==> src/rtl/tcd_regs.svh <==
`ifndef TCD_REGS_SVH
`define TCD_REGS_SVH
// Channel block select and register index inside a block
`define TCD_CH_BIT     5
`define TCD_IDX_CTRL   3'h0
`define TCD_IDX_SRC    3'h1
`define TCD_IDX_DST    3'h2
`define TCD_IDX_RLD    3'h3
`define TCD_IDX_CNT    3'h4
`define TCD_IDX_SEL    3'h5
`define TCD_IDX_FWD    3'h6
`define TCD_IDX_NONE   3'h7
// Control register bit positions
`define TCD_CTL_EN     0
`define TCD_CTL_REQ    1
`define TCD_CTL_BYTE   2
`define TCD_CTL_RPT    3
`define TCD_CTL_SINC   4
`define TCD_CTL_DINC   5
`define TCD_CTL_SWRQ   6
// Reset values
`define TCD_RST_PTR    20'h00000
`define TCD_RST_CNT    16'h0000
`define TCD_RST_SEL    5'h00
// Own register window, never touched by a transfer
`define TCD_OWN_LO     20'h00020
`define TCD_OWN_HI     20'h0003f
// Request source select codes; code 0 is software only
`define TCD_EV_PIN1F   1
`define TCD_EV_PIN1B   2
`define TCD_EV_PIN2F   3
`define TCD_EV_PERI    4
`endif

==> src/rtl/tcd_pkg.sv <==
package tcd_pkg;
    // Transfer engine states, one-hot
    typedef enum logic [2:0] {
        ST_IDLE  = 3'b001,
        ST_READ  = 3'b010,
        ST_WRITE = 3'b100
    } tcd_state_t;
    // Address in the 1M byte space
    typedef logic [19:0] tcd_addr_t;
endpackage

==> src/rtl/tcd_ch_if.sv <==
`timescale 1ns/1ns
interface tcd_ch_if;
    logic               wr;        // Register write strobe
    logic [2:0]         idx;       // Register index
    logic [31:0]        wdata;
    logic [31:0]        wmask;     // Byte lanes expanded to bits
    logic [31:0]        rdata;
    logic [31:0]        events;    // Source pulses by select code
    logic               grant;     // Transfer starts this cycle
    logic               done;      // Unit finished this cycle
    logic               pend;
    logic               byte_unit;
    tcd_pkg::tcd_addr_t src;
    tcd_pkg::tcd_addr_t dst;
    logic               uflow;     // Counter underflow pulse
    modport eng (output wr, idx, wdata, wmask, events, grant, done,
                 input rdata, pend, byte_unit, src, dst, uflow);
    modport chan (input wr, idx, wdata, wmask, events, grant, done,
                  output rdata, pend, byte_unit, src, dst, uflow);
endinterface

==> src/rtl/tcd_channel.sv <==
`timescale 1ns/1ns
`include "tcd_regs.svh"
module tcd_channel (
    // Clock and reset
    input wire logic ref_clk,
    input wire logic nrst,
    // Engine side
    tcd_ch_if.chan   ch
);
    logic               en_q, flag_q, byte_q, rpt_q, sinc_q, dinc_q;
    logic               first_q, uflow_q;
    tcd_pkg::tcd_addr_t src_q, dst_q, fwd_q;
    logic [15:0]        rld_q, cnt_q;
    logic [4:0]         sel_q;
    logic [31:0]        wv;
    logic               wr_ctl, sw_req, trig, en_wr;

    // Byte-lane merge of the write into the current contents
    assign wv     = (ch.rdata & ~ch.wmask) | (ch.wdata & ch.wmask);
    assign wr_ctl = ch.wr && ch.idx == `TCD_IDX_CTRL;
    assign en_wr  = wr_ctl && ch.wmask[`TCD_CTL_EN];
    assign sw_req = wr_ctl && ch.wmask[`TCD_CTL_SWRQ]
                    && ch.wdata[`TCD_CTL_SWRQ];
    assign trig   = sw_req | ch.events[sel_q];

    // Request flag: set wins over both clears
    always_ff @(posedge ref_clk or negedge nrst) begin
        if (!nrst) begin
            flag_q <= 1'b0;
        end else if (trig) begin
            flag_q <= 1'b1;
        end else if (ch.grant) begin
            flag_q <= 1'b0;
        end else if (wr_ctl && ch.wmask[`TCD_CTL_REQ]
                     && !ch.wdata[`TCD_CTL_REQ]) begin
            flag_q <= 1'b0;
        end
    end

    // Mode bits; both directions incrementing is refused
    always_ff @(posedge ref_clk or negedge nrst) begin
        if (!nrst) begin
            byte_q <= 1'b0;
            rpt_q  <= 1'b0;
            sinc_q <= 1'b0;
            dinc_q <= 1'b0;
            sel_q  <= `TCD_RST_SEL;
        end else begin
            if (wr_ctl) begin
                byte_q <= wv[`TCD_CTL_BYTE];
                rpt_q  <= wv[`TCD_CTL_RPT];
                sinc_q <= wv[`TCD_CTL_SINC];
                dinc_q <= wv[`TCD_CTL_DINC] & ~wv[`TCD_CTL_SINC];
            end
            if (ch.wr && ch.idx == `TCD_IDX_SEL) begin
                sel_q <= wv[4:0];
            end
        end
    end

    // Enable and restart; a software write lands after the underflow stop
    always_ff @(posedge ref_clk or negedge nrst) begin
        if (!nrst) begin
            en_q    <= 1'b0;
            first_q <= 1'b0;
        end else begin
            if (ch.done && cnt_q == 16'h0000 && !rpt_q) begin
                en_q <= 1'b0;
            end
            if (ch.grant) begin
                first_q <= 1'b0;
            end
            if (en_wr) begin
                en_q    <= ch.wdata[`TCD_CTL_EN];
                first_q <= ch.wdata[`TCD_CTL_EN];
            end
        end
    end

    // Pointers: fixed-side ones are locked while enabled
    always_ff @(posedge ref_clk or negedge nrst) begin
        if (!nrst) begin
            src_q <= `TCD_RST_PTR;
            dst_q <= `TCD_RST_PTR;
            rld_q <= `TCD_RST_CNT;
        end else if (ch.wr) begin
            if (ch.idx == `TCD_IDX_SRC && (sinc_q || !en_q)) begin
                src_q <= wv[19:0];
            end
            if (ch.idx == `TCD_IDX_DST && (dinc_q || !en_q)) begin
                dst_q <= wv[19:0];
            end
            if (ch.idx == `TCD_IDX_RLD) begin
                rld_q <= wv[15:0];
            end
        end
    end

    // Forward pointer and counter; loaded at first grant after enable
    always_ff @(posedge ref_clk or negedge nrst) begin
        if (!nrst) begin
            fwd_q   <= `TCD_RST_PTR;
            cnt_q   <= `TCD_RST_CNT;
            uflow_q <= 1'b0;
        end else begin
            uflow_q <= ch.done && cnt_q == 16'h0000;
            if (ch.grant && first_q) begin
                fwd_q <= sinc_q ? src_q : dst_q;
                cnt_q <= rld_q;
            end else if (ch.done) begin
                fwd_q <= fwd_q + (byte_q ? 20'h00001 : 20'h00002);
                if (cnt_q != 16'h0000) begin
                    cnt_q <= cnt_q - 16'h0001;
                end else if (rpt_q) begin
                    cnt_q <= rld_q;
                end
            end
        end
    end

    // Addresses seen by the engine at grant
    always_comb begin
        ch.src = src_q;
        ch.dst = dst_q;
        if (sinc_q) begin
            ch.src = first_q ? src_q : fwd_q;
        end
        if (dinc_q) begin
            ch.dst = first_q ? dst_q : fwd_q;
        end
    end

    assign ch.pend      = en_q & flag_q;
    assign ch.byte_unit = byte_q;
    assign ch.uflow     = uflow_q;

    // Every register readable in any state
    always_comb begin
        unique case (ch.idx)
            `TCD_IDX_CTRL: ch.rdata = {26'h0, dinc_q, sinc_q, rpt_q,
                                       byte_q, flag_q, en_q};
            `TCD_IDX_SRC:  ch.rdata = {12'h0, src_q};
            `TCD_IDX_DST:  ch.rdata = {12'h0, dst_q};
            `TCD_IDX_RLD:  ch.rdata = {16'h0, rld_q};
            `TCD_IDX_CNT:  ch.rdata = {16'h0, cnt_q};
            `TCD_IDX_SEL:  ch.rdata = {27'h0, sel_q};
            `TCD_IDX_FWD:  ch.rdata = {12'h0, fwd_q};
            default:       ch.rdata = 32'h0;
        endcase
    end
endmodule

==> src/rtl/tcd_dma.sv <==
`timescale 1ns/1ns
`include "tcd_regs.svh"
// Summary of operation
// - Two channels steal single bus cycles
// - Software bit or selected source requests
// - Interrupt masks ignored, interrupt lines untouched
// - Enabled channel transfers per request, else idle
// - Requests arriving early merge into one
// - Inc-to-fixed, fixed-to-inc, fixed-to-fixed addressing
// - Own register window never read or written
// - Counter allows up to 64K units
// - Pins, timers, serial, I2C, ADC, display sources
// - Channel zero wins simultaneous requests
// - Unit is one byte or one word
// - Single mode underflow clears enable
// - Repeat mode underflow reloads counter, stays on
// - First transfer loads pointer and counter
// - Fixed-side pointers writable only while disabled
// - All registers readable at any time
// - Request flag: hardware sets, start or software clears
// - Rewriting enable restarts from initial state
module tcd_dma #(
    parameter int NUM_PERIPH = 19
) (
    // Clock and reset
    input  wire logic                  ref_clk,
    input  wire logic                  nrst,
    // Wishbone register slave
    input  wire logic                  wb_cyc_i,
    input  wire logic                  wb_stb_i,
    input  wire logic                  wb_we_i,
    input  wire logic [7:0]            wb_adr_i,
    input  wire logic [3:0]            wb_sel_i,
    input  wire logic [31:0]           wb_dat_i,
    output wire logic [31:0]           wb_dat_o,
    output wire logic                  wb_ack_o,
    // Request sources
    input  wire logic                  ext_irq_pin_one,
    input  wire logic                  ext_irq_pin_two,
    input  wire logic [NUM_PERIPH-1:0] periph_irq,
    // Shared memory bus, owned over the CPU while bus_req_o is high
    output wire logic                  bus_req_o,
    output wire logic                  mem_cyc_o,
    output wire logic                  mem_we_o,
    output wire logic [19:0]           mem_adr_o,
    output wire logic [1:0]            mem_sel_o,
    output wire logic [15:0]           mem_dat_o,
    input  wire logic [15:0]           mem_dat_i,
    input  wire logic                  mem_ack_i,
    // Completion pulses, one per channel
    output wire logic [1:0]            done_irq
);
    // Select code is five bits wide
    // Codes 0 to 3 are taken by software and the pins
    if (NUM_PERIPH < 1 || NUM_PERIPH > 27) begin : g_chk
        $error("NUM_PERIPH must be 1 to 27");
    end

    tcd_ch_if chif [2] ();

    tcd_pkg::tcd_state_t state_q;
    logic                chn_q, chn_d;
    logic                byte_q, cyc_q, we_q, ack_q;
    tcd_pkg::tcd_addr_t  adr_q, dst_q;
    tcd_pkg::tcd_addr_t  src_mux, dst_mux;
    logic                byte_mux;
    logic [1:0]          sel_q;
    logic [15:0]         dat_q, rv, wv;
    logic [7:0]          rb;
    logic [31:0]         rd_q, wmask, events;
    logic [31:0]         rdat [2];
    logic                p1_q, p2_q;
    logic [1:0]          pend;
    logic                access, mapped, start, rdone, finish;

    // Address falls inside our own register window
    function automatic logic own_range(input tcd_pkg::tcd_addr_t a);
        own_range = (a >= `TCD_OWN_LO) && (a <= `TCD_OWN_HI);
    endfunction

    // Byte lanes for one unit at an address
    function automatic logic [1:0] lanes(input tcd_pkg::tcd_addr_t a,
                                         input logic b);
        lanes = !b ? 2'b11 : (a[0] ? 2'b10 : 2'b01);
    endfunction

    // Previous pin levels; idle high so reset gives no false edge
    always_ff @(posedge ref_clk or negedge nrst) begin
        if (!nrst) begin
            p1_q <= 1'b1;
            p2_q <= 1'b1;
        end else begin
            p1_q <= ext_irq_pin_one;
            p2_q <= ext_irq_pin_two;
        end
    end

    // Source pulses by select code; only observed, never cleared
    always_comb begin
        events = 32'h0;
        events[`TCD_EV_PIN1F] = p1_q & ~ext_irq_pin_one;
        events[`TCD_EV_PIN1B] = p1_q ^ ext_irq_pin_one;
        events[`TCD_EV_PIN2F] = p2_q & ~ext_irq_pin_two;
        events[`TCD_EV_PERI +: NUM_PERIPH] = periph_irq;
    end

    // Wishbone decode; unmapped words ack with zero data
    assign access = wb_cyc_i & wb_stb_i & ~ack_q;
    assign mapped = wb_adr_i[7:6] == 2'b00
                    && wb_adr_i[4:2] != `TCD_IDX_NONE;
    assign wmask  = {{8{wb_sel_i[3]}}, {8{wb_sel_i[2]}},
                     {8{wb_sel_i[1]}}, {8{wb_sel_i[0]}}};

    // One wait state, ack drops the cycle after it was given
    always_ff @(posedge ref_clk or negedge nrst) begin
        if (!nrst) begin
            ack_q <= 1'b0;
        end else begin
            ack_q <= access;
        end
    end

    // Read data caught with the request
    // Held until the next read, so a slow master still sees it
    always_ff @(posedge ref_clk or negedge nrst) begin
        if (!nrst) begin
            rd_q <= 32'h0;
        end else if (access && !wb_we_i) begin
            rd_q <= mapped ? rdat[wb_adr_i[`TCD_CH_BIT]] : 32'h0;
        end
    end

    assign wb_ack_o = ack_q;
    assign wb_dat_o = rd_q;

    // Two identical channels
    for (genvar i = 0; i < 2; i++) begin : g_ch
        assign chif[i].wr     = access & wb_we_i & mapped
                                & (wb_adr_i[`TCD_CH_BIT] == 1'(i));
        assign chif[i].idx    = wb_adr_i[4:2];
        assign chif[i].wdata  = wb_dat_i;
        assign chif[i].wmask  = wmask;
        assign chif[i].events = events;
        assign chif[i].grant  = start & (chn_d == 1'(i));
        assign chif[i].done   = finish & (chn_q == 1'(i));
        assign pend[i]        = chif[i].pend;
        assign rdat[i]        = chif[i].rdata;
        assign done_irq[i]    = chif[i].uflow;
        tcd_channel u_ch (
            .ref_clk (ref_clk),
            .nrst    (nrst),
            .ch      (chif[i])
        );
    end

    // Fixed priority: channel zero first
    assign chn_d    = ~pend[0];
    assign src_mux  = chn_d ? chif[1].src : chif[0].src;
    assign dst_mux  = chn_d ? chif[1].dst : chif[0].dst;
    assign byte_mux = chn_d ? chif[1].byte_unit : chif[0].byte_unit;

    // A skipped cycle ends at once, so a refused unit still completes
    assign start  = state_q == tcd_pkg::ST_IDLE && |pend;
    assign rdone  = state_q == tcd_pkg::ST_READ && (!cyc_q || mem_ack_i);
    assign finish = state_q == tcd_pkg::ST_WRITE && (!cyc_q || mem_ack_i);

    // Engine sequence: read one unit, write it, release the bus
    always_ff @(posedge ref_clk or negedge nrst) begin
        if (!nrst) begin
            state_q <= tcd_pkg::ST_IDLE;
            chn_q   <= 1'b0;
        end else begin
            unique case (state_q)
                tcd_pkg::ST_IDLE: begin
                    if (start) begin
                        state_q <= tcd_pkg::ST_READ;
                        chn_q   <= chn_d;
                    end
                end
                tcd_pkg::ST_READ: begin
                    if (rdone) begin
                        state_q <= tcd_pkg::ST_WRITE;
                    end
                end
                tcd_pkg::ST_WRITE: begin
                    if (finish) begin
                        state_q <= tcd_pkg::ST_IDLE;
                    end
                end
                default: begin
                    state_q <= tcd_pkg::ST_IDLE;
                end
            endcase
        end
    end

    // Read value; a skipped own-window read yields zero
    assign rv = cyc_q ? mem_dat_i : 16'h0;
    assign rb = adr_q[0] ? rv[15:8] : rv[7:0];
    assign wv = byte_q ? {rb, rb} : rv;

    // Cycle request; own window accesses are skipped, not issued
    always_ff @(posedge ref_clk or negedge nrst) begin
        if (!nrst) begin
            cyc_q <= 1'b0;
            we_q  <= 1'b0;
        end else if (start) begin
            cyc_q <= !own_range(src_mux);
            we_q  <= 1'b0;
        end else if (rdone) begin
            cyc_q <= !own_range(dst_q);
            we_q  <= 1'b1;
        end else if (finish) begin
            cyc_q <= 1'b0;
            we_q  <= 1'b0;
        end
    end

    // Address and lanes: source first, then destination
    always_ff @(posedge ref_clk or negedge nrst) begin
        if (!nrst) begin
            adr_q <= `TCD_RST_PTR;
            sel_q <= 2'b00;
        end else if (start) begin
            adr_q <= src_mux;
            sel_q <= lanes(src_mux, byte_mux);
        end else if (rdone) begin
            adr_q <= dst_q;
            sel_q <= lanes(dst_q, byte_q);
        end
    end

    // Write data held from the read ack until the write ack
    always_ff @(posedge ref_clk or negedge nrst) begin
        if (!nrst) begin
            dat_q <= 16'h0;
        end else if (rdone) begin
            dat_q <= wv;
        end
    end

    // Destination and unit size latched at grant; the channel may
    // move its pointers while the unit is still in flight
    always_ff @(posedge ref_clk or negedge nrst) begin
        if (!nrst) begin
            dst_q  <= `TCD_RST_PTR;
            byte_q <= 1'b0;
        end else if (start) begin
            dst_q  <= dst_mux;
            byte_q <= byte_mux;
        end
    end

    assign bus_req_o = state_q != tcd_pkg::ST_IDLE;
    assign mem_cyc_o = cyc_q;
    assign mem_we_o  = we_q;
    assign mem_adr_o = adr_q;
    assign mem_sel_o = sel_q;
    assign mem_dat_o = dat_q;
endmodule

==> config.mk <==
export PLATFORM = sky130hd
export DESIGN_NAME = tcd_dma
export DESIGN_NICKNAME = d
export VERILOG_FILES = /design/src/rtl/tcd_pkg.sv /design/src/rtl/tcd_ch_if.sv /design/src/rtl/tcd_channel.sv /design/src/rtl/tcd_dma.sv
export VERILOG_INCLUDE_DIRS = /design/src /design/src/rtl
export SDC_FILE = /design/constraint.sdc
export NUM_CORES = 1
export LEC_CHECK = 0
export BUFFER_PORTS_ARGS = -buffer_cell sky130_fd_sc_hd__buf_2
export CORE_MARGIN = 10
export CORE_UTILIZATION = 58
export DETAILED_ROUTE_END_ITERATION = 10
export GPL_TIMING_DRIVEN = 0
export HOLD_SLACK_MARGIN = 0.03
export PLACE_DENSITY = 0.75
export SLEW_MARGIN = 30
export SYNTH_ARGS = -nofsm -noshare
export SYNTH_HDL_FRONTEND = slang
export SYNTH_HIERARCHICAL = 1
export SYNTH_SLANG_ARGS = --single-unit
==> constraint.sdc <==
create_clock -name ref_clk -period 3.9 [get_ports ref_clk]
set_clock_uncertainty 0.15 [all_clocks]
set_input_delay 0.585 -clock ref_clk [delete_from_list [all_inputs] [get_ports ref_clk]]
set_output_delay 0.585 -clock ref_clk [all_outputs]
set_load 0.02 [all_outputs]
After elaboration in Yosys (flattened, before gate mapping)
Cells that the tools add are included.
{"block": "op_classes", "addsub": 4, "magnitude_cmp": 7, "n_reduce_logical": 70, "n_bitwise": 34, "eq_ne": 14, "mux": 71}
{"op": "$mux 20", "n": 18}
{"op": "$pmux 20 s7", "n": 2}
{"op": "$mux 16", "n": 10}
{"op": "$mux 32", "n": 4}
{"op": "$and 20x20->20", "n": 3}
{"op": "$add 20x20->20", "n": 2}
{"op": "$ge 20x6->1 const B", "n": 2}
{"op": "$le 20x6->1 const B", "n": 2}
{"op": "$or 20x20->20", "n": 2}
{"op": "$logic_not 16->1", "n": 2}
{"op": "$reduce_bool 16->1", "n": 2}
{"op": "$sub 16x1->16 const B", "n": 2}
{"op": "$logic_and 1x1->1", "n": 27}
{"op": "$mux 1", "n": 22}
{"op": "$not 20->20", "n": 1}
{"op": "$reduce_and 2->1", "n": 9}
{"op": "$and 1x1->1", "n": 16}
{"op": "$mux 2", "n": 8}
{"op": "$reduce_bool 3->1", "n": 5}
{"op": "$reduce_bool 2->1", "n": 7}
{"op": "$eq 3x3->1 const B", "n": 4}
{"op": "$lt 5x6->1 const B", "n": 2}
{"op": "$bmux 1 s5", "n": 2}
{"op": "$eq 3x2->1 const B", "n": 3}
{"op": "other kinds (18)", "n": 43}
{"block": "totals", "in_bits": 87, "output_inout_bits": 76, "regBits": 310}

Logic depth before layout (Yosys ltp)
Gate-level depths: netlist of run 1.
{"block": "logic_depth", "word_depth": 11, "mapped_depth": 12}

By module
Netlist of run 1, hierarchy kept.
{"module": "tcd_channel", "seq_area_each_um2": 2627.5, "area_each_um2": 6957.9, "cells_each": 745, "instances": 2}
{"module": "tcd_dma", "seq_area_each_um2": 2506.2, "area_each_um2": 5026.1, "cells_each": 486, "instances": 1}

Least setup slack after synthesis of run 1
No wires, ideal clock.
{"block": "synth_path", "path_type": "input to register", "start": "input wb_adr_i[5]", "end": "register g_ch[1].u_ch.dst_q[12]", "t_arrival_ns": 2.480, "path_slack_ns": 1.145, "setup_ns": 0.125, "cell_stages": 8, "cell_sequence": "buf_2 buf_1 inv_1 nor2_1 nor2b_1 nand3_1 clkbuf_1 mux2_2"}
{"block": "synth_via", "elab_chain_cells": 2}
{"item": "from (decl)", "line": "tcd_dma.sv:32", "rtl": "input wire logic [7:0] wb_adr_i,"}
{"item": "$and 1x1->1", "line": "tcd_dma.sv:138", "rtl": "assign chif[i].wr = access & wb_we_i & mapped"}
{"item": "named net chif[1].wr", "line": "tcd_ch_if.sv:3", "rtl": "logic wr;"}
{"item": "$reduce_and 2->1 (no source line)"}
{"item": "to (signal assigned)", "line": "tcd_channel.sv:84", "rtl": "dst_q <= `TCD_RST_PTR;"}
{"item": "to (signal assigned)", "line": "tcd_channel.sv:91", "rtl": "dst_q <= wv[19:0];"}
{"item": "to (decl)", "line": "tcd_channel.sv:12", "rtl": "tcd_pkg::tcd_addr_t src_q, dst_q, fwd_q;"}
The timed path passes the listed nets, and every way through them passes these cells.
A chain may end at the register's enable or synchronous reset.

Worst setup path after layout of run 1
{"block": "layout_path", "start": "register g_ch[0].u_ch.en_q", "end": "register g_ch[1].u_ch.cnt_q[15]"}
{"block": "layout_via", "elab_chain_cells": 7, "word_cells_on_any_way": 10, "cone_classes": "1 x mux; 3 x bitwise; 6 x reduce/logical"}
{"item": "from (decl)", "line": "tcd_channel.sv:10", "rtl": "logic en_q, flag_q, byte_q, rpt_q, sinc_q, dinc_q;"}
{"item": "from (signal assigned)", "line": "tcd_channel.sv:74", "rtl": "en_q <= ch.wdata[`TCD_CTL_EN];"}
{"item": "$and 1x1->1 *", "line": "tcd_channel.sv:133", "rtl": "assign ch.pend = en_q & flag_q;"}
{"item": "named net chif[0].pend", "line": "tcd_ch_if.sv:11", "rtl": "logic pend;"}
{"item": "$reduce_or 2->1", "line": "tcd_dma.sv:163", "rtl": "assign start = state_q == tcd_pkg::ST_IDLE && |pend;"}
{"item": "$logic_and 1x1->1", "line": "tcd_dma.sv:163"}
{"item": "$and 1x1->1 *", "line": "tcd_dma.sv:144", "rtl": "assign chif[i].grant = start & (chn_d == 1'(i));"}
{"item": "named net chif[1].grant", "line": "tcd_ch_if.sv:9", "rtl": "logic grant;"}
{"item": "$logic_and 1x1->1 *", "line": "tcd_channel.sv:107", "rtl": "if (ch.grant && first_q) begin"}
{"item": "$reduce_bool 3->1 (no source line) / $reduce_bool 2->1 (equally long branches)"}
{"item": "$reduce_and 2->1 (no source line)"}
{"item": "to (signal assigned)", "line": "tcd_channel.sv:109", "rtl": "cnt_q <= rld_q;"}
{"item": "to (signal assigned)", "line": "tcd_channel.sv:113", "rtl": "cnt_q <= cnt_q - 16'h0001;"}
{"item": "to (signal assigned)", "line": "tcd_channel.sv:115", "rtl": "cnt_q <= rld_q;"}
{"item": "to (decl)", "line": "tcd_channel.sv:13", "rtl": "logic [15:0] rld_q, cnt_q;"}
Mark *: on every way through the listed nets, which the timed path passes. The rest lies on a longest branch.

==> results.tsv, run 1 <==
stage	metric	value	unit
outcome	outcome	finished, final reports clean	
logic_synthesis	Synth async-reset ratio	100	%
sta	worst slew pin tran	961	ps
logic_synthesis	most frequent cell after synthesis	dfrtp_1	
logic_synthesis	post-synth cell types	64	
floorplan	Die W	201	µm
run	max cap viols	0	
critical_path	setup slack, reg-to-reg	260	ps
placed_design	Port Buffers	146	
global_route	number of global-route vias before repair	16700	
power_and_ir_drop	net switching power	0.00248	W
critical_path	critical path type	register to register	
logic_synthesis	Yosys warning count	6	
critical_path	RR Startpoint	g_ch[0].u_ch/en_q$_DFFE_PN0P_	
hold_path	Hold Crit Start	wb_dat_i[0]	
placed_design	GP Congestion	1.04	
logic_synthesis	Synth area leaders	dfrtp_1 41%, mux2_2 10%, mux2i_1 7.5%, o21ai_0 3.8%, nand2_1 3.5%	
sta	Fin Setup TNS	0	ps
logic_synthesis	Yosys reg bits	310	
logic_synthesis	mux share of post-synthesis cell area	18.0	%
logic_synthesis	Synth Area in Simple Gates	15.0	%
sta	Final setup viols	0	
critical_path	Worst R2R Path Depth	11	
logic_synthesis	XOR/XNOR Fraction of Synth Area	1.62	%
power_and_ir_drop	sw frac	29.1	%
logic_synthesis	Top FF cell, synth	dfrtp_1	
sta	fin crit share	93.4	%
clocking	cts bufs inserted	37	
logic_synthesis	Syn Area/Cell	9.59	µm²
drt	final wirelength	66500	µm
logic_synthesis	share of the synthesized area in the top cell type	40.6	%
hold_path	Hold Path Depth	3	
power_and_ir_drop	clock power share	40.7	%
clocking	CTS clk-pin slew, worst paths	60	ps
power_and_ir_drop	P per Cell Area	393	nW/µm²
critical_path	cells along the critical path	and2_1 -> buf_2 -> o21ai_1 -> clkbuf_1 -> nor2_4 -> and2_1 -> nor2_1 -> a2bb2oi_1 -> clkbuf_1 -> nand2_1 -> a21o_1	
drt	DRC	0	
global_route	final global-route overflow total	0	
floorplan	Starting Density	58.5	%
layout	layout cells sized above 1	21.0	%
layout	Core Util, Final	67.1	%
sta	Slew HR	35.9	%
clocking	post-CTS setup buffer count	0	
sta	Tmin final	3640	ps
clocking	CTS Root Cell	clkbuf_16	
drt	DRT iter0 DRCs	2005	
sta	final hold vios	0	
global_route	antenna violations before repair	2	
sta	Final Max Slew Viols	0	
floorplan	row count	66	
sta	Fmax	274	MHz
logic_synthesis	largest family of logic cells by synthesized area	compound AO/OA/AOI/OAI gates	
logic_synthesis	Syn Inst Count	1976	
hold_path	Hold Path Class	input pin to register	
floorplan	number of I/O pins	163	
drt	DR WL/cell	24.9	µm
sta	RSZ-0062 raised after global routing	false	
power_and_ir_drop	Sequential Power Share	43.3	%
hold_path	hold worst-path end	g_ch[0].u_ch/en_q$_DFFE_PN0P_	
clocking	H-tree depth	2	
critical_path	WP data arrival	3900	ps
layout	# nets final	2306	
critical_path	Worst Path Max Fanout	10	
clocking	CTS Buffer Depth	3	
power_and_ir_drop	internal power	0.00606	W
layout	P&R area growth vs syn	14.6	%
drt	antenna viol nets, final	0	
logic_synthesis	Compound-Gate Fraction of Synth Area	18.4	%
logic_synthesis	Post-synth EDFFs	0	
sta	hold slack final	230	ps
floorplan	total die area	40300	µm²
drt	drt pass-1 iters	6	
logic_synthesis	top cells by count, synth	307 x dfrtp_1, 179 x nand2_1, 174 x mux2_2, 142 x o21ai_0, 141 x mux2i_1	
critical_path	Req. time, crit path	4150	ps
floorplan	chip height	201	µm
floorplan	core area	32400	µm²
logic_synthesis	post-synthesis sequential area ratio	41.0	%
power_and_ir_drop	Power Total	0.00854	W
critical_path	critical path capture point type	register	
global_route	Global Route Usage Sum	32.1	%
placed_design	dpl hpwl	50900	µm
global_route	largest net degree at the start of global routing	88	
critical_path	CP Launch Type	register	
logic_synthesis	Yosys top cell by area	dfrtp_1	
placed_design	DP Area	20500	µm²
power_and_ir_drop	VDD IR-drop max	0.345	mV
layout	cell area after layout	21700	µm²
logic_synthesis	adder-cell share of the synthesized area	0.806	%
clocking	clk sink count	310	
global_route	first-pass GRT wire length	102000	µm
layout	Ant. Diodes	0	
clocking	CTS tree	yes	
clocking	Worst-Skew Late Latency	530	ps
critical_path	Slowest-stage cell, CP	dfrtp_1	
critical_path	RR Endpoint	g_ch[1].u_ch/cnt_q[15]$_DFFE_PN0P_	
logic_synthesis	mapped cell area	18900	µm²
critical_path	CP max stage delay	460	ps
drt	vias per cell	6.44	
drt	via count	17200	
power_and_ir_drop	Leakage	9.88	nW
power_and_ir_drop	Logic pwr share	16.0	%
per-stage QoR:
stage | setup slack (ps) | instances
2_1_floorplan | 1140 | 2017
3_3_place_gp | -3820 | 2605
3_5_place_dp | 54.9 | 2608
4_1_cts | 8.25 | 2676
5_1_grt | 152 | 2676
6_report | 257 | 2676
worst max-delay path by stage:
stage,endpoint,cells after the start,slack (ps),startpoint
5_1_grt,g_ch[1].u_ch/cnt_q[15]$_DFFE_PN0P_,10,150,state_q[0]$_DFFE_PN1P_
3_5_place_dp,g_ch[1].u_ch/cnt_q[15]$_DFFE_PN0P_,11,50,g_ch[0].u_ch/en_q$_DFFE_PN0P_
4_1_cts,g_ch[1].u_ch/cnt_q[15]$_DFFE_PN0P_,10,8,state_q[0]$_DFFE_PN1P_
3_3_place_gp,g_ch[0].u_ch/dst_q[11]$_DFFE_PN0P_,1,-3820,nrst
6_report,g_ch[1].u_ch/cnt_q[15]$_DFFE_PN0P_,11,260,g_ch[0].u_ch/en_q$_DFFE_PN0P_
2_1_floorplan,g_ch[1].u_ch/dst_q[12]$_DFFE_PN0P_,8,1140,wb_adr_i[5]
final cells by class:
| type | instances | area (µm²) |
|---|---|---|
| sequential | 310 | 7760 |
| tap | 442 | 553 |
| multi-input combinational | 1509 | 10400 |
| timing repair buffer | 152 | 853 |
| clock buffer | 56 | 1100 |
| clock inverter | 9 | 106 |
| buffer | 168 | 846 |
| fill | 2696 | 10700 |
| inverter | 30 | 113 |
layer usage:
layer,vias up,track usage [%],routed length [µm]
met5,-,0,12
met4,2,15.9,3730
met3,210,6.86,5870
met2,911,50.4,30500
met1,8475,41.4,26400
li1,7644,-,-
critical path, delay by kind of cell, from the launching register on:
| kind | cells | cell delay, ps |
|---|---|---|
| DFF | 1 | 460 |
| and+or+nand+nor | 5 | 1080 |
| AOI/OAI and AO/OA | 3 | 750 |
| buffers and inverters | 3 | 1090 |
state kept, by name, summed over array words and instances (netlist names), 10 cells and up:
| name | flops |
|---|---|
| dst_q | 20 |
| g_ch.u_ch/cnt_q | 32 |
| g_ch.u_ch/dst_q | 40 |
| g_ch.u_ch/fwd_q | 40 |
| g_ch.u_ch/rld_q | 32 |
| g_ch.u_ch/sel_q | 10 |
| g_ch.u_ch/src_q | 40 |
| mem_adr_o | 20 |
| mem_dat_o | 16 |
| wb_dat_o | 32 |
placed cells by master (no fill, tap or decap), types with 20 or more instances in the layout:
| master | count |
|---|---|
| a211oi_1 | 40 |
| a21o_1 | 21 |
| a21oi_1 | 120 |
| a221o_1 | 20 |
| a221oi_1 | 22 |
| a22oi_1 | 35 |
| and2_1 | 20 |
| buf_2 | 160 |
| buf_4 | 30 |
| clkbuf_1 | 113 |
| clkbuf_16 | 37 |
| conb_1 | 44 |
| dfrtp_1 | 307 |
| inv_1 | 29 |
| mux2_2 | 174 |
| mux2i_1 | 141 |
| nand2_1 | 179 |
| nand2b_1 | 40 |
| nand3_1 | 44 |
| nor2_1 | 73 |
| nor2b_1 | 61 |
| nor3_1 | 21 |
| o21ai_0 | 142 |
| o21ai_1 | 43 |
| o22ai_1 | 44 |
| xnor2_1 | 24 |
power groups by stage:
stage                     clock network (W)  registers, W  logic (W)
final                               0.00348       0.00370    0.00136
after global routing                0.00364       0.00371    0.00148
after CTS                           0.00351       0.00368    0.00134
after detailed placement                  0       0.00374    0.00133
after global placement                    0       0.00373    0.00130
after floorplan                           0       0.00370   0.000787
cell families (layout without fill, tap and decap cells):
family	Yosys count	after routing
multiplexers	317	317
other	3	44
AO/OA/AOI/OAI	550	550
buffers and inverters	198	415
flip-flops	310	310
AND/OR/NAND/NOR	552	552
XOR/XNOR	35	35
adder cells (fa/ha/maj)	11	11
what timing repair did:
| action | in CTS | in global routing |
|---|---|---|
| setup endpoints to repair | 0 | 30 |
| hold buffers | 3 | 0 |
| hold endpoints to repair | 73 | 0 |
| gates resized for setup | 0 | 4 |
(Power assumes the default switching activity.)
==> inputs of run 2 (changes only) <==
--- a/config.mk
+++ b/config.mk
@@ -7,12 +7,14 @@
 export NUM_CORES = 1
 export LEC_CHECK = 0
 export BUFFER_PORTS_ARGS = -buffer_cell sky130_fd_sc_hd__buf_2
+export CORE_ASPECT_RATIO = 1.2
 export CORE_MARGIN = 10
 export CORE_UTILIZATION = 58
 export DETAILED_ROUTE_END_ITERATION = 10
 export GPL_TIMING_DRIVEN = 0
 export HOLD_SLACK_MARGIN = 0.03
 export PLACE_DENSITY = 0.75
+export RECOVER_POWER = 50
 export SLEW_MARGIN = 30
 export SYNTH_ARGS = -nofsm -noshare
 export SYNTH_HDL_FRONTEND = slang
==> results.tsv, run 2 (synthesis gave the netlist of run 1 again) <==
stage	metric	value	unit	change
drt	DRT iter0 DRCs	1987		was 2005
sta	worst slew pin tran	1430	ps	was 961 ps
critical_path	critical path type	register to register		unchanged
hold_path	Hold Path Class	input pin to register		unchanged
global_route	antenna violations before repair	1		was 2
layout	commonest non-fill, non-tap cell in the layout	dfrtp_1		unchanged
critical_path	cells along the critical path	and2_1 -> buf_2 -> o21ai_1 -> clkbuf_1 -> nor2_4 -> and2_1 -> nor2_1 -> a2bb2oi_1 -> clkbuf_1 -> o21ai_1 -> a22oi_1		was and2_1 -> buf_2 -> o21ai_1 -> clkbuf_1 -> nor2_4 -> and2_1 -> nor2_1 -> a2bb2oi_1 -> clkbuf_1 -> nand2_1 -> a21o_1
sta	Final setup viols	0		unchanged
drt	drt pass-1 iters	6		unchanged
power_and_ir_drop	Leakage	9.62	nW	was 9.88 nW
critical_path	Req. time, crit path	4190	ps	was 4150 ps
placed_design	GP Congestion	1.02		was 1.04
clocking	Worst-Skew Late Latency	540	ps	was 530 ps
clocking	CTS clk-pin slew, worst paths	60	ps	about the same
global_route	final global-route overflow total	0		unchanged
clocking	cts bufs inserted	35		was 37
floorplan	number of I/O pins	163		unchanged
layout	biggest regs	g_ch.u_ch/dst_q (40), g_ch.u_ch/fwd_q (40), g_ch.u_ch/src_q (40)		unchanged
floorplan	Die W	185	µm	was 201 µm
clocking	CTS Buffer Depth	3		unchanged
critical_path	Worst path top cell family by delay	buffers and inverters		unchanged
drt	via count	17200		about the same
sta	Fmax	271	MHz	was 274 MHz
clocking	clk sink count	310		unchanged
sta	Tmin final	3690	ps	was 3640 ps
floorplan	total die area	40300	µm²	about the same
clocking	H-tree depth	2		unchanged
sta	fin crit share	94.6	%	was 93.4%
sta	RSZ-0062 raised after global routing	false		unchanged
floorplan	core area	32300	µm²	was 32400 µm²
global_route	first-pass GRT wire length	106000	µm	was 102000 µm
power_and_ir_drop	P per Cell Area	400	nW/µm²	was 393 nW/µm²
floorplan	chip height	218	µm	was 201 µm
critical_path	WP data arrival	3980	ps	was 3900 ps
drt	DRC	0		unchanged
floorplan	row count	72		was 66
floorplan	Starting Density	58.7	%	was 58.5%
drt	vias per cell	6.52		was 6.44
placed_design	dpl hpwl	54300	µm	was 50900 µm
critical_path	critical path capture point type	register		unchanged
layout	P&R area growth vs syn	13.9	%	was 14.6%
drt	DR WL/cell	26.7	µm	was 24.9 µm
run	max cap viols	0		unchanged
hold_path	Hold Crit Start	wb_dat_i[0]		unchanged
critical_path	crit path from	g_ch[0].u_ch/en_q$_DFFE_PN0P_		unchanged
placed_design	cell total after placement	2574		was 2608
sta	Final Max Slew Viols	0		unchanged
critical_path	Worst Path Max Fanout	10		unchanged
critical_path	Slowest-stage cell, CP	dfrtp_1		unchanged
critical_path	RR Startpoint	g_ch[0].u_ch/en_q$_DFFE_PN0P_		unchanged
critical_path	CP max stage delay	440	ps	was 460 ps
layout	Layout Cells excl Fill	2640		was 2676
clocking	CTS tree	yes		unchanged
placed_design	Port Buffers	146		unchanged
global_route	largest net degree at the start of global routing	80		was 88
critical_path	CP Launch Type	register		unchanged
layout	layout cells sized above 1	18.0	%	was 21.0%
sta	final hold vios	0		unchanged
layout	# nets final	2305		was 2306
outcome	outcome	finished, final reports clean		unchanged
clocking	CTS Root Cell	clkbuf_16		unchanged
global_route	number of global-route vias before repair	17000		was 16700
sta	Fin Setup TNS	0	ps	unchanged
global_route	Global Route Usage Sum	34.5	%	was 32.1%
clocking	post-CTS setup buffer count	0		unchanged
power_and_ir_drop	VDD IR-drop max	0.436	mV	was 0.345 mV
drt	final wirelength	70400	µm	was 66500 µm
critical_path	CP Buf/Inv Count	3		unchanged
sta	Slew HR	4.50	%	was 35.9%
layout	most frequent cells in the layout	307 x dfrtp_1, 179 x nand2_1, 179 x clkbuf_1		was 307 x dfrtp_1, 179 x nand2_1, 174 x mux2_2
drt	antenna viol nets, final	0		unchanged
run 2: cell types whose count changed in the layout (fill, tap and decap cells not counted), moves of 2 or more:
cell | before | now
clkinvlp_4 | 0 | 2
buf_16 | 3 | 1
buf_2 | 160 | 93
clkbuf_1 | 113 | 179
clkbuf_8 | 10 | 7
clkbuf_4 | 0 | 2
inv_6 | 3 | 0
bufinv_16 | 2 | 5
run 2: path summary, 6_finish.rpt:
kind	end	slack (ps)	cells past startpoint
max	g_ch[1].u_ch/cnt_q[12]$_DFFE_PN0P_	210	11
min	g_ch[0].u_ch/first_q$_DFFE_PN0P_	220	3
max reg2reg	g_ch[1].u_ch/cnt_q[12]$_DFFE_PN0P_	210	11
min reg2reg	wb_dat_o[0]$_DFFE_PN0P_	330	2
max in group asynchronous	g_ch[0].u_ch/cnt_q[6]$_DFFE_PN0P_	480	4
min in group asynchronous	g_ch[1].u_ch/cnt_q[4]$_DFFE_PN0P_	780	2
run 2: layout make-up:
type                       count  area, µm²
fill                        2665      10700
multi-input combinational   1509      10400
sequential                   310       7760
clock buffer                  50       1040
buffer                       168        845
timing repair buffer         153        729
tap                          407        509
clock inverter                12        190
inverter                      30        113
antenna                        1       2.50
run 2: repair_timing:
| item | 4_1_cts | 5_1_grt |
|---|---|---|
| setup endpoints to repair | 10 | 7 |
| gates resized for setup | 1 | 1 |
| hold buffers | 3 | 0 |
| hold endpoints to repair | 25 | 0 |
run 2: where the power goes:
group,leakage [nW],internal (W),switching [W]
logic,5.08,0.000535,0.000821
registers,3.93,0.00343,0.000290
clock network,0.604,0.00219,0.00137
total,9.62,0.00616,0.00248
run 2: layer usage:
metal  up-vias  GRT usage, %  wire (µm)  share of wire [%]
li1       7677             -          -                  -
met1      8406          43.3      27300                 39
met2       914          56.4      33500                 48
met3       222          4.42       5150                7.3
met4         2          19.6       4370                6.2
met5         -             0         16              0.023
run 2: per-stage QoR:
stage	power [W]	worst slack, ps	hold slack (ps)	util (%)	cell area [µm²]
2_1_floorplan	0.00449	1140	139	-	19100
3_3_place_gp	0.00505	-3790	311	63.1	20300
3_5_place_dp	0.00510	-59.2	300	63.4	20500
4_1_cts	0.00865	135	199	67.4	21700
5_1_grt	0.00892	35.9	228	66.9	21600
6_report	0.00864	210	220	66.9	21600
run 2: worst reg2reg max path: cells and delay by family, from the launching register on:
family                 cells  cell delay, ps
AND/OR/NAND/NOR            4             940
flip-flops                 1             440
AO/OA/AOI/OAI              4             970
buffers and inverters      3            1100
